[src/hdl/irq_ctrl_cfg.svh]
// Register offsets, reset values and timing counts of the interrupt block
`ifndef IRQ_CTRL_CFG_SVH
`define IRQ_CTRL_CFG_SVH
`define OFS_ENABLE 8'h00
`define OFS_MAP_A 8'h04
`define OFS_MAP_B 8'h08
`define OFS_SOURCE 8'h0C
`define OFS_PIN_CFG 8'h10
`define OFS_MODE 8'h14
`define OFS_STATUS 8'h18
`define OFS_CLEAR 8'h1C
`define OFS_IRQ_STAT 8'h20
`define OFS_IRQ_MASK 8'h24
`define MODE_RST 4'h0
`define PIN_CFG_RST 4'h5
`define CLK_HZ 200000000
`define TICK_US 1
`define TICK_CYC ((`CLK_HZ / 1000000) * `TICK_US)
`define NODATA_GAP_US 50
`define FIXED_HOLD_US 12500
// Temporary hold times in microsecond ticks
`define HOLD_250MS 250000
`define HOLD_500MS 500000
`define HOLD_1S 1000000
`define HOLD_2S 2000000
`define HOLD_4S 4000000
`define HOLD_8S 8000000
`define HOLD_250US 250
`define HOLD_500US 500
`define HOLD_1MS 1000
`define HOLD_12MS5 12500
`define HOLD_25MS 25000
`define HOLD_50MS 50000
`endif

[src/hdl/irq_ctrl_pkg.sv]
// Types shared by the interrupt controller files
package irq_ctrl_pkg;
  typedef enum logic [1:0] {MODE_NONLATCH, MODE_LATCH, MODE_TEMP} clr_mode_t;
  typedef struct packed {
    logic drv_a;
    logic pol_a;
    logic drv_b;
    logic pol_b;
  } pin_cfg_t;
  typedef struct packed {
    logic [7:0] cond;
    logic [7:0] cond_raw;
  } engine_in_t;
endpackage

[src/hdl/irq_pin_drive.sv]
// One interrupt pin: polarity and push-pull or open-drain drive
`timescale 1ns/1ps
module irq_pin_drive
(
  // Clock and reset
  input wire logic aclk,
  input wire logic aresetn,
  // Control
  input wire logic active,
  input wire logic polarity,
  input wire logic driver_type,
  // Pin
  output logic pin_o,
  output logic pin_oe
);
  logic lvl_d;
  logic lvl_q;
  logic oe_d;
  logic oe_q;

  // Pin level and enable
  always_comb
  begin
    lvl_d = active ? polarity : ~polarity;
    oe_d = driver_type ? (lvl_d == ~polarity ? 1'b0 : 1'b1) : 1'b1;
    if (driver_type)
    begin
      oe_d = active;
    end
  end

  // Registered pin outputs
  always_ff @(posedge aclk)
  begin
    if (!aresetn)
    begin
      lvl_q <= 1'b0;
      oe_q <= 1'b0;
    end
    else
    begin
      lvl_q <= lvl_d;
      oe_q <= oe_d;
    end
  end

  assign pin_o = lvl_q;
  assign pin_oe = oe_q;
endmodule

[src/hdl/accel_interrupt_controller.sv]
// Accelerometer interrupt controller with AXI4-Lite registers
//
// Behaviour
// - Eight engines, enabled, set status and pin
// - Each pin ORs its mapped interrupts
// - Status sets only on data update
// - Disabling clears that status at once
// - Four-bit code picks common clearing mode
// - Temporary mode clears after coded hold; orientation and flat use fixed hold
// - Timed and non-latched clears wait for condition to end
// - Non-latched follows condition; some self-clear
// - Latched holds until clear bit written; orientation and flat clear after fixed hold
// - Still-true latched reasserts next update
// - Source bits pick filtered or unfiltered; orientation and flat always filtered
// - Per-interrupt map bit for each pin
// - Pin polarity bit sets active level
// - Driver bit picks open-drain or push-pull
// - New-data always non-latched, self-clears
`timescale 1ns/1ps
`include "irq_ctrl_cfg.svh"
module accel_interrupt_controller
#(
  parameter int NUM_ENG = 8,
  parameter int NEWDATA_IDX = 0,
  parameter int ORIENT_IDX = 6,
  parameter int FLAT_IDX = 7
)
(
  // Clock and reset
  input wire logic aclk,
  input wire logic aresetn,
  // AXI4-Lite write
  input wire logic [7:0] s_axi_awaddr,
  input wire logic s_axi_awvalid,
  output logic s_axi_awready,
  input wire logic [31:0] s_axi_wdata,
  input wire logic [3:0] s_axi_wstrb,
  input wire logic s_axi_wvalid,
  output logic s_axi_wready,
  output logic [1:0] s_axi_bresp,
  output logic s_axi_bvalid,
  input wire logic s_axi_bready,
  // AXI4-Lite read
  input wire logic [7:0] s_axi_araddr,
  input wire logic s_axi_arvalid,
  output logic s_axi_arready,
  output logic [31:0] s_axi_rdata,
  output logic [1:0] s_axi_rresp,
  output logic s_axi_rvalid,
  input wire logic s_axi_rready,
  // Engine conditions and data update strobe
  input wire irq_ctrl_pkg::engine_in_t eng_in,
  input wire logic data_update,
  // Source selection to engines
  output logic [NUM_ENG-1:0] use_unfiltered,
  // Interrupt pins
  output logic irq_pin_a_o,
  output logic irq_pin_a_oe,
  output logic irq_pin_b_o,
  output logic irq_pin_b_oe,
  // Interrupt to system
  output logic irq
);
  localparam logic [31:0] TICK_CYC = 32'(`TICK_CYC);
  localparam logic [31:0] FIXED_HOLD = 32'(`FIXED_HOLD_US);

  // Elaboration check
  if (NUM_ENG != 8 || FLAT_IDX >= NUM_ENG || ORIENT_IDX >= NUM_ENG)
  begin : g_bad
    $error("Engine count or index out of range");
  end

  function automatic irq_ctrl_pkg::clr_mode_t decode_mode(logic [3:0] c);
    irq_ctrl_pkg::clr_mode_t m;
    m = irq_ctrl_pkg::MODE_TEMP;
    if (c[2:0] == 3'h0)
    begin
      m = irq_ctrl_pkg::MODE_NONLATCH;
    end
    else if (c[2:0] == 3'h7)
    begin
      m = irq_ctrl_pkg::MODE_LATCH;
    end
    return m;
  endfunction

  // Hold time in ticks for a temporary code
  function automatic logic [31:0] hold_ticks(logic [3:0] c);
    logic [31:0] t;
    t = 32'h0000_0001;
    case (c)
      4'h1: t = 32'(`HOLD_250MS);
      4'h2: t = 32'(`HOLD_500MS);
      4'h3: t = 32'(`HOLD_1S);
      4'h4: t = 32'(`HOLD_2S);
      4'h5: t = 32'(`HOLD_4S);
      4'h6: t = 32'(`HOLD_8S);
      4'h9: t = 32'(`HOLD_250US);
      4'hA: t = 32'(`HOLD_500US);
      4'hB: t = 32'(`HOLD_1MS);
      4'hC: t = 32'(`HOLD_12MS5);
      4'hD: t = 32'(`HOLD_25MS);
      4'hE: t = 32'(`HOLD_50MS);
      default: t = 32'h0000_0001;
    endcase
    return t;
  endfunction

  // ************************************************
  // Register bus
  // ************************************************
  logic aw_ok_q, aw_ok_d, w_ok_q, w_ok_d, bvalid_q, bvalid_d;
  logic [7:0] awaddr_q, awaddr_d;
  logic [31:0] wdata_q, wdata_d;
  logic rvalid_q, rvalid_d;
  logic [31:0] rdata_q, rdata_d;
  logic [1:0] bresp_q, bresp_d, rresp_q, rresp_d;
  logic [7:0] en_q, en_d, map_a_q, map_a_d, map_b_q, map_b_d;
  logic [7:0] src_q, src_d;
  irq_ctrl_pkg::pin_cfg_t pcfg_q, pcfg_d;
  logic [3:0] mode_q, mode_d;
  logic [1:0] ev_q, ev_d, ev_mask_q, ev_mask_d;
  logic [7:0] status_q, status_d;
  logic do_write, latch_clear;
  logic [1:0] ev_set;

  assign s_axi_awready = !aw_ok_q && !bvalid_q;
  assign s_axi_wready = !w_ok_q && !bvalid_q;
  assign s_axi_arready = !rvalid_q;
  assign do_write = aw_ok_q && w_ok_q && !bvalid_q;
  assign latch_clear = do_write && awaddr_q == `OFS_CLEAR && wdata_q[0];

  // Bus handshake and register writes
  always_comb
  begin
    aw_ok_d = aw_ok_q;
    w_ok_d = w_ok_q;
    awaddr_d = awaddr_q;
    wdata_d = wdata_q;
    bvalid_d = bvalid_q && !s_axi_bready;
    bresp_d = bresp_q;
    en_d = en_q;
    map_a_d = map_a_q;
    map_b_d = map_b_q;
    src_d = src_q;
    pcfg_d = pcfg_q;
    mode_d = mode_q;
    ev_mask_d = ev_mask_q;
    ev_d = ev_q | ev_set;
    if (s_axi_awvalid && s_axi_awready)
    begin
      aw_ok_d = 1'b1;
      awaddr_d = s_axi_awaddr;
    end
    if (s_axi_wvalid && s_axi_wready)
    begin
      w_ok_d = 1'b1;
      wdata_d = s_axi_wdata;
    end
    if (do_write)
    begin
      aw_ok_d = 1'b0;
      w_ok_d = 1'b0;
      bvalid_d = 1'b1;
      bresp_d = 2'b00;
      case (awaddr_q)
        `OFS_ENABLE: en_d = wdata_q[7:0];
        `OFS_MAP_A: map_a_d = wdata_q[7:0];
        `OFS_MAP_B: map_b_d = wdata_q[7:0];
        `OFS_SOURCE: src_d = wdata_q[7:0];
        `OFS_PIN_CFG: pcfg_d = wdata_q[3:0];
        `OFS_MODE: mode_d = wdata_q[3:0];
        `OFS_CLEAR: ;
        `OFS_STATUS: ;
        // Set wins over write-one clear
        `OFS_IRQ_STAT: ev_d = (ev_q & ~wdata_q[1:0]) | ev_set;
        `OFS_IRQ_MASK: ev_mask_d = wdata_q[1:0];
        default: bresp_d = 2'b10;
      endcase
    end
  end

  // Read channel
  always_comb
  begin
    rvalid_d = rvalid_q && !s_axi_rready;
    rdata_d = rdata_q;
    rresp_d = rresp_q;
    if (s_axi_arvalid && s_axi_arready)
    begin
      rvalid_d = 1'b1;
      rresp_d = 2'b00;
      rdata_d = 32'h0000_0000;
      case (s_axi_araddr)
        `OFS_ENABLE: rdata_d[7:0] = en_q;
        `OFS_MAP_A: rdata_d[7:0] = map_a_q;
        `OFS_MAP_B: rdata_d[7:0] = map_b_q;
        `OFS_SOURCE: rdata_d[7:0] = src_q;
        `OFS_PIN_CFG: rdata_d[3:0] = pcfg_q;
        `OFS_MODE: rdata_d[3:0] = mode_q;
        `OFS_STATUS: rdata_d[7:0] = status_q;
        `OFS_CLEAR: ;
        `OFS_IRQ_STAT: rdata_d[1:0] = ev_q;
        `OFS_IRQ_MASK: rdata_d[1:0] = ev_mask_q;
        default: rresp_d = 2'b10;
      endcase
    end
  end

  // Bus and configuration registers
  always_ff @(posedge aclk)
  begin
    if (!aresetn)
    begin
      aw_ok_q <= 1'b0;
      w_ok_q <= 1'b0;
      awaddr_q <= 8'h00;
      wdata_q <= 32'h0000_0000;
      bvalid_q <= 1'b0;
      bresp_q <= 2'b00;
      rvalid_q <= 1'b0;
      rdata_q <= 32'h0000_0000;
      rresp_q <= 2'b00;
      en_q <= 8'h00;
      map_a_q <= 8'h00;
      map_b_q <= 8'h00;
      src_q <= 8'h00;
      pcfg_q <= `PIN_CFG_RST;
      mode_q <= `MODE_RST;
      ev_q <= 2'b00;
      ev_mask_q <= 2'b00;
    end
    else
    begin
      aw_ok_q <= aw_ok_d;
      w_ok_q <= w_ok_d;
      awaddr_q <= awaddr_d;
      wdata_q <= wdata_d;
      bvalid_q <= bvalid_d;
      bresp_q <= bresp_d;
      rvalid_q <= rvalid_d;
      rdata_q <= rdata_d;
      rresp_q <= rresp_d;
      en_q <= en_d;
      map_a_q <= map_a_d;
      map_b_q <= map_b_d;
      src_q <= src_d;
      pcfg_q <= pcfg_d;
      mode_q <= mode_d;
      ev_q <= ev_d;
      ev_mask_q <= ev_mask_d;
    end
  end

  assign s_axi_bvalid = bvalid_q;
  assign s_axi_bresp = bresp_q;
  assign s_axi_rvalid = rvalid_q;
  assign s_axi_rdata = rdata_q;
  assign s_axi_rresp = rresp_q;
  assign irq = |(ev_q & ev_mask_q);

  always_comb
  begin
    use_unfiltered = src_q;
    use_unfiltered[ORIENT_IDX] = 1'b0;
    use_unfiltered[FLAT_IDX] = 1'b0;
  end

  // ************************************************
  // Status engines
  // ************************************************
  logic [31:0] tick_cnt_q, tick_cnt_d;
  logic tick;
  logic [31:0] hold_q [NUM_ENG];
  logic [31:0] hold_d [NUM_ENG];
  logic [7:0] cond;
  irq_ctrl_pkg::clr_mode_t mode;

  assign mode = decode_mode(mode_q);
  assign tick = tick_cnt_q == TICK_CYC - 32'h0000_0001;
  always_comb
  begin
    for (int i = 0; i < NUM_ENG; i++)
    begin
      cond[i] = use_unfiltered[i] ? eng_in.cond_raw[i] : eng_in.cond[i];
    end
  end

  always_comb
  begin
    tick_cnt_d = tick ? 32'h0000_0000 : tick_cnt_q + 32'h0000_0001;
  end

  // Per-engine status update
  always_comb
  begin
    status_d = status_q;
    for (int i = 0; i < NUM_ENG; i++)
    begin
      hold_d[i] = hold_q[i];
      if (status_q[i] && tick && hold_q[i] != 32'h0000_0000)
      begin
        hold_d[i] = hold_q[i] - 32'h0000_0001;
      end
      if (data_update)
      begin
        if (en_q[i] && cond[i] && !status_q[i])
        begin
          status_d[i] = 1'b1;
          if (i == NEWDATA_IDX || i == ORIENT_IDX || i == FLAT_IDX)
          begin
            hold_d[i] = FIXED_HOLD;
          end
          else
          begin
            hold_d[i] = hold_ticks(mode_q);
          end
        end
        else if (i == NEWDATA_IDX)
        begin
          status_d[i] = en_q[i] && cond[i];
        end
        else if (!cond[i] && mode == irq_ctrl_pkg::MODE_NONLATCH &&
                 i != ORIENT_IDX && i != FLAT_IDX)
        begin
          status_d[i] = 1'b0;
        end
      end
      if (status_q[i] && hold_q[i] == 32'h0000_0000 && !cond[i] &&
          (mode == irq_ctrl_pkg::MODE_TEMP || i == ORIENT_IDX ||
           i == FLAT_IDX) && i != NEWDATA_IDX)
      begin
        status_d[i] = 1'b0;
      end
      // latched cleared by software, sets again later
      if (latch_clear && mode == irq_ctrl_pkg::MODE_LATCH &&
          i != NEWDATA_IDX && !(data_update && cond[i]))
      begin
        status_d[i] = 1'b0;
      end
      if (!en_q[i])
      begin
        status_d[i] = 1'b0;
      end
    end
  end

  // Status and timer registers
  always_ff @(posedge aclk)
  begin
    if (!aresetn)
    begin
      tick_cnt_q <= 32'h0000_0000;
      status_q <= 8'h00;
      for (int i = 0; i < NUM_ENG; i++)
      begin
        hold_q[i] <= 32'h0000_0000;
      end
    end
    else
    begin
      tick_cnt_q <= tick_cnt_d;
      status_q <= status_d;
      for (int i = 0; i < NUM_ENG; i++)
      begin
        hold_q[i] <= hold_d[i];
      end
    end
  end

  // ************************************************
  // Pins and events
  // ************************************************
  logic act_a, act_b, act_a_q, act_b_q;
  assign act_a = |(status_q & map_a_q);
  assign act_b = |(status_q & map_b_q);
  assign ev_set = {act_b & ~act_b_q, act_a & ~act_a_q};

  // Pin activity history for events
  always_ff @(posedge aclk)
  begin
    if (!aresetn)
    begin
      act_a_q <= 1'b0;
      act_b_q <= 1'b0;
    end
    else
    begin
      act_a_q <= act_a;
      act_b_q <= act_b;
    end
  end

  // Pin A driver
  irq_pin_drive u_pin_a
  (
    .aclk(aclk),
    .aresetn(aresetn),
    .active(act_a),
    .polarity(pcfg_q.pol_a),
    .driver_type(pcfg_q.drv_a),
    .pin_o(irq_pin_a_o),
    .pin_oe(irq_pin_a_oe)
  );

  // Pin B driver
  irq_pin_drive u_pin_b
  (
    .aclk(aclk),
    .aresetn(aresetn),
    .active(act_b),
    .polarity(pcfg_q.pol_b),
    .driver_type(pcfg_q.drv_b),
    .pin_o(irq_pin_b_o),
    .pin_oe(irq_pin_b_oe)
  );
endmodule

[config.mk]
export PLATFORM = sky130hd
export DESIGN_NAME = accel_interrupt_controller
export DESIGN_NICKNAME = d
export VERILOG_FILES = /design/src/hdl/irq_ctrl_pkg.sv /design/src/hdl/irq_pin_drive.sv /design/src/hdl/accel_interrupt_controller.sv
export VERILOG_INCLUDE_DIRS = /design/src /design/src/hdl
export SDC_FILE = /design/constraint.sdc
export NUM_CORES = 1
export LEC_CHECK = 0
export ABC_AREA = 1
export BUFFER_PORTS_ARGS = -buffer_cell sky130_fd_sc_hd__buf_2
export CAP_MARGIN = 20
export CORE_MARGIN = 5
export CORE_UTILIZATION = 30
export CTS_CLUSTER_DIAMETER = 30
export CTS_CLUSTER_SIZE = 10
export DETAILED_ROUTE_END_ITERATION = 6
export GPL_TIMING_DRIVEN = 0
export PLACE_DENSITY = 0.47
export SYNTH_ARGS = -nofsm -noshare
export SYNTH_HDL_FRONTEND = slang
export SYNTH_HIERARCHICAL = 1
export SYNTH_SLANG_ARGS = --single-unit
export TNS_END_PERCENT = 20
[constraint.sdc]
create_clock -name aclk -period 2.2 [get_ports aclk]
set_input_delay 0.22 -clock aclk [delete_from_list [all_inputs] [get_ports aclk]]
set_output_delay 0.22 -clock aclk [all_outputs]
set_load 0.05 [all_outputs]
==> key figures <==
Run status
  – Status: complete, no violations

Placed design
  – DP Worst Slack: -891 ps
  – Final Wtd Congestion: 0.896
  – Number of port buffers: 71
  – HPWL after DPL: 54.7 mm

Yosys
  – Post-synth EDFFs: 0
  – Ys Warns: 6
  – Fraction of registers with async set or reset after synthesis: 0
  – Syn Area/Cell: 6.19 um2
  – Synth Instances: 3546
  – Synth top area cells: dfxtp_1 (33%), nand2_1 (19%), nor2_1 (10%)
  – Sequential-to-total area share from yosys stat: 0.335
  – Netlist Area Pre-Place: 22000 um2
  – Area leader, netlist: dfxtp_1
  – Synth top area share: 0.335
  – Yosys cell types: 44
  – Primary FF master, synth: dfxtp_1
  – Yosys reg bits: 367

Final layout
  – Most common cell after layout, fill and taps aside: nand2_1
  – Reg area: 7360 um2
  – Nets: 3882
  – Area grow syn2layout: 27.5%
  – Share of cells above drive strength 1: 0.120
  – Most frequent cells in the layout: nand2_1 (1116), nor2_1 (562), dfxtp_1 (355)
  – # fillers: 8062
  – Area of the multi-input gates: 12900 um2
  – Antenna cells: 0

STA
  – Slew Limit Headroom: 0.384
  – RSZ-0062 raised after global routing: true
  – Setup ws final: 103 ps
  – Final setup skew: 51.6 ps
  – Hold Fails Final Rpt: 0
  – Worst Tran Pin Value: 917 ps
  – Setup-failing EPs final: 0
  – Max Slew Vio Count: 0
  – Fmax: 477 MHz
  – Final min period: 2100 ps
  – Setup TNS: 0 ps
  – Fin crit share: 0.953

Critical path
  – CP required: 2690 ps
  – Worst-path fanout max: 5
  – Worst setup SP type: flip-flop
  – Crit path DAT: 2590 ps
  – Kind of end point of the critical path: flip-flop
  – WS Path Type: reg2reg

Clocking
  – Root buf cell: clkbuf_16
  – Worst-Skew Late Latency: 650 ps
  – Clock tree buffer depth: 3
  – Sink Count: 367
  – CTS buffer count: 102
  – CTS clock-pin slew for the worst setup and hold paths: 40 ps
  – CTS tree: done
  – H-tree levels: 3

Floorplan
  – I/O pin count: 130
  – Initial Util: 0.301
  – Core Rows: 99
  – Core area: 72800 um2
  – Die area: 78700 um2
  – Die height: 281 um
  – Die X: 281 um

Routing
  – DRT Wirelength: 73.9 mm
  – Routed Antenna Nets: 0
  – DR pass1 iterations: 6
  – Routed WL per cell: 15.3 um
  – Drt first-iter violations: 1380
  – Vias: 22300
  – Via density: 4.61
  – DRC: 0

Power
  – Total chip power: 23.9 mW
  – Power Density: 854 nW/um2
  – Peak VDD IR: 608 uV
  – P_leak: 14.3 nW

GRT
  – Global-route wire length before repair: 118 mm
  – Vias in the first global route: 21800
  – Initial antenna violation count: 0
  – Total GRT Usage: 0.184
  – Largest net degree at the start of global routing: 15
  – Gr ovfl total: 0

Worst hold path
  – HP Class: in2reg

Flow run
  – Max-cap violations: 0
-- layout make-up --
type | count | area share
Sequential cell | 367 | 0.263
Timing Repair Buffer | 109 | 0.0257
Inverter | 357 | 0.0480
Clock inverter | 58 | 0.0278
Multi-Input combinational cell | 2714 | 0.462
Clock buffer | 131 | 0.103
Buffer | 134 | 0.0280
Tap cell | 959 | 0.0429
-- flip-flops by register name (all words and copies together), names as in the netlist, 4 cells and up, named ones only --
| name | flops |
|---|---|
| pcfg_q | 4 |
| s_axi_rdata | 8 |
| hold_q | 224 |
| awaddr_q | 8 |
| wdata_q | 8 |
| en_q | 8 |
| tick_cnt_q | 32 |
| mode_q | 4 |
| status_q | 8 |
| map_a_q | 8 |
| src_q | 8 |
| map_b_q | 8 |
-- per-stage QoR --
stage                     instance area, um2  utilization  hold slack [ps]  cells
final                                  28000        0.384             46.0   4829
after global routing                   28000        0.384             47.1   4829
after CTS                              27600        0.379             -107   4815
after detailed placement               23600        0.324              416   4603
after global placement                 23600        0.324              410   4603
after floorplan                        22100            -              340   3573
-- routing by layer --
| layer | wire, um | track usage |
|---|---|---|
| met1 | 35600 | 0.250 |
| met2 | 32500 | 0.294 |
| met3 | 3730 | 0.0344 |
| met4 | 2040 | 0.0613 |
| met5 | 0 | 0 |
-- synth_stat cells, drive strengths merged (5+ instances only) --
| master | n |
|---|---|
| a21oi | 146 |
| o22ai | 6 |
| nand3b | 11 |
| xnor2 | 109 |
| buf | 79 |
| nor4 | 11 |
| xor2 | 97 |
| ha | 21 |
| o211ai | 17 |
| nand4 | 78 |
| nand3 | 270 |
| or2 | 5 |
| inv | 357 |
| nor3 | 66 |
| nor2 | 587 |
| nand2 | 1129 |
| a21boi | 5 |
| dfxtp | 367 |
| o21ai | 106 |
| clkbuf | 56 |
-- path summary, 6_finish.rpt --
path                       startpoint                       end  slack (ps)  depth (start not counted)
min reg2reg        act_b_q$_SDFF_PN0_        ev_q[1]$_SDFF_PN0_         420                          1
max          tick_cnt_q[0]$_SDFF_PP0_  hold_q[1][20]$_SDFF_PN0_         100                         13
max reg2reg  tick_cnt_q[0]$_SDFF_PP0_  hold_q[1][20]$_SDFF_PN0_         100                         13
min                        eng_in[13]  status_q[5]$_SDFFE_PP0P_          50                          5
-- kinds of logic after synthesis --
family	share of synthesized area
AO/OA/AOI/OAI	0.0721
XOR/XNOR	0.0822
adder cells (fa/ha/maj)	0.0120
buffers and inverters	0.0932
flip-flops	0.335
multiplexers	0.000456
other	0.000171
AND/OR/NAND/NOR	0.405
-- worst max-delay path: stages, from the launching register on --
cell      delay [ps]
dfxtp_2          350
ha_4             170
nand3_2           80
nor3_2           120
nand2_1          120
nor2_4           230
buf_12           190
nand3b_1         170
buf_4            190
buf_6            130
nand2_2           60
nand3_2           60
nand2_1           60
inv_1             40
-- report_power, final --
| part | internal (mW) | switching (mW) |
|---|---|---|
| combinational | 0.524 | 1.03 |
| clock | 11.0 | 4.54 |
| sequential | 6.75 | 0.0732 |
-- timing repair --
action / in CTS / in global routing
cloned: 0 / 2
gates resized for setup: 42 / 121
hold buffers: 23 / 1
endpoints found under the hold margin: 25 / 4
buffers inserted: 0 / 12
setup endpoints to repair: 213 / 252
pin swaps: 1 / 13
Power figures use the tool's default switching activity.
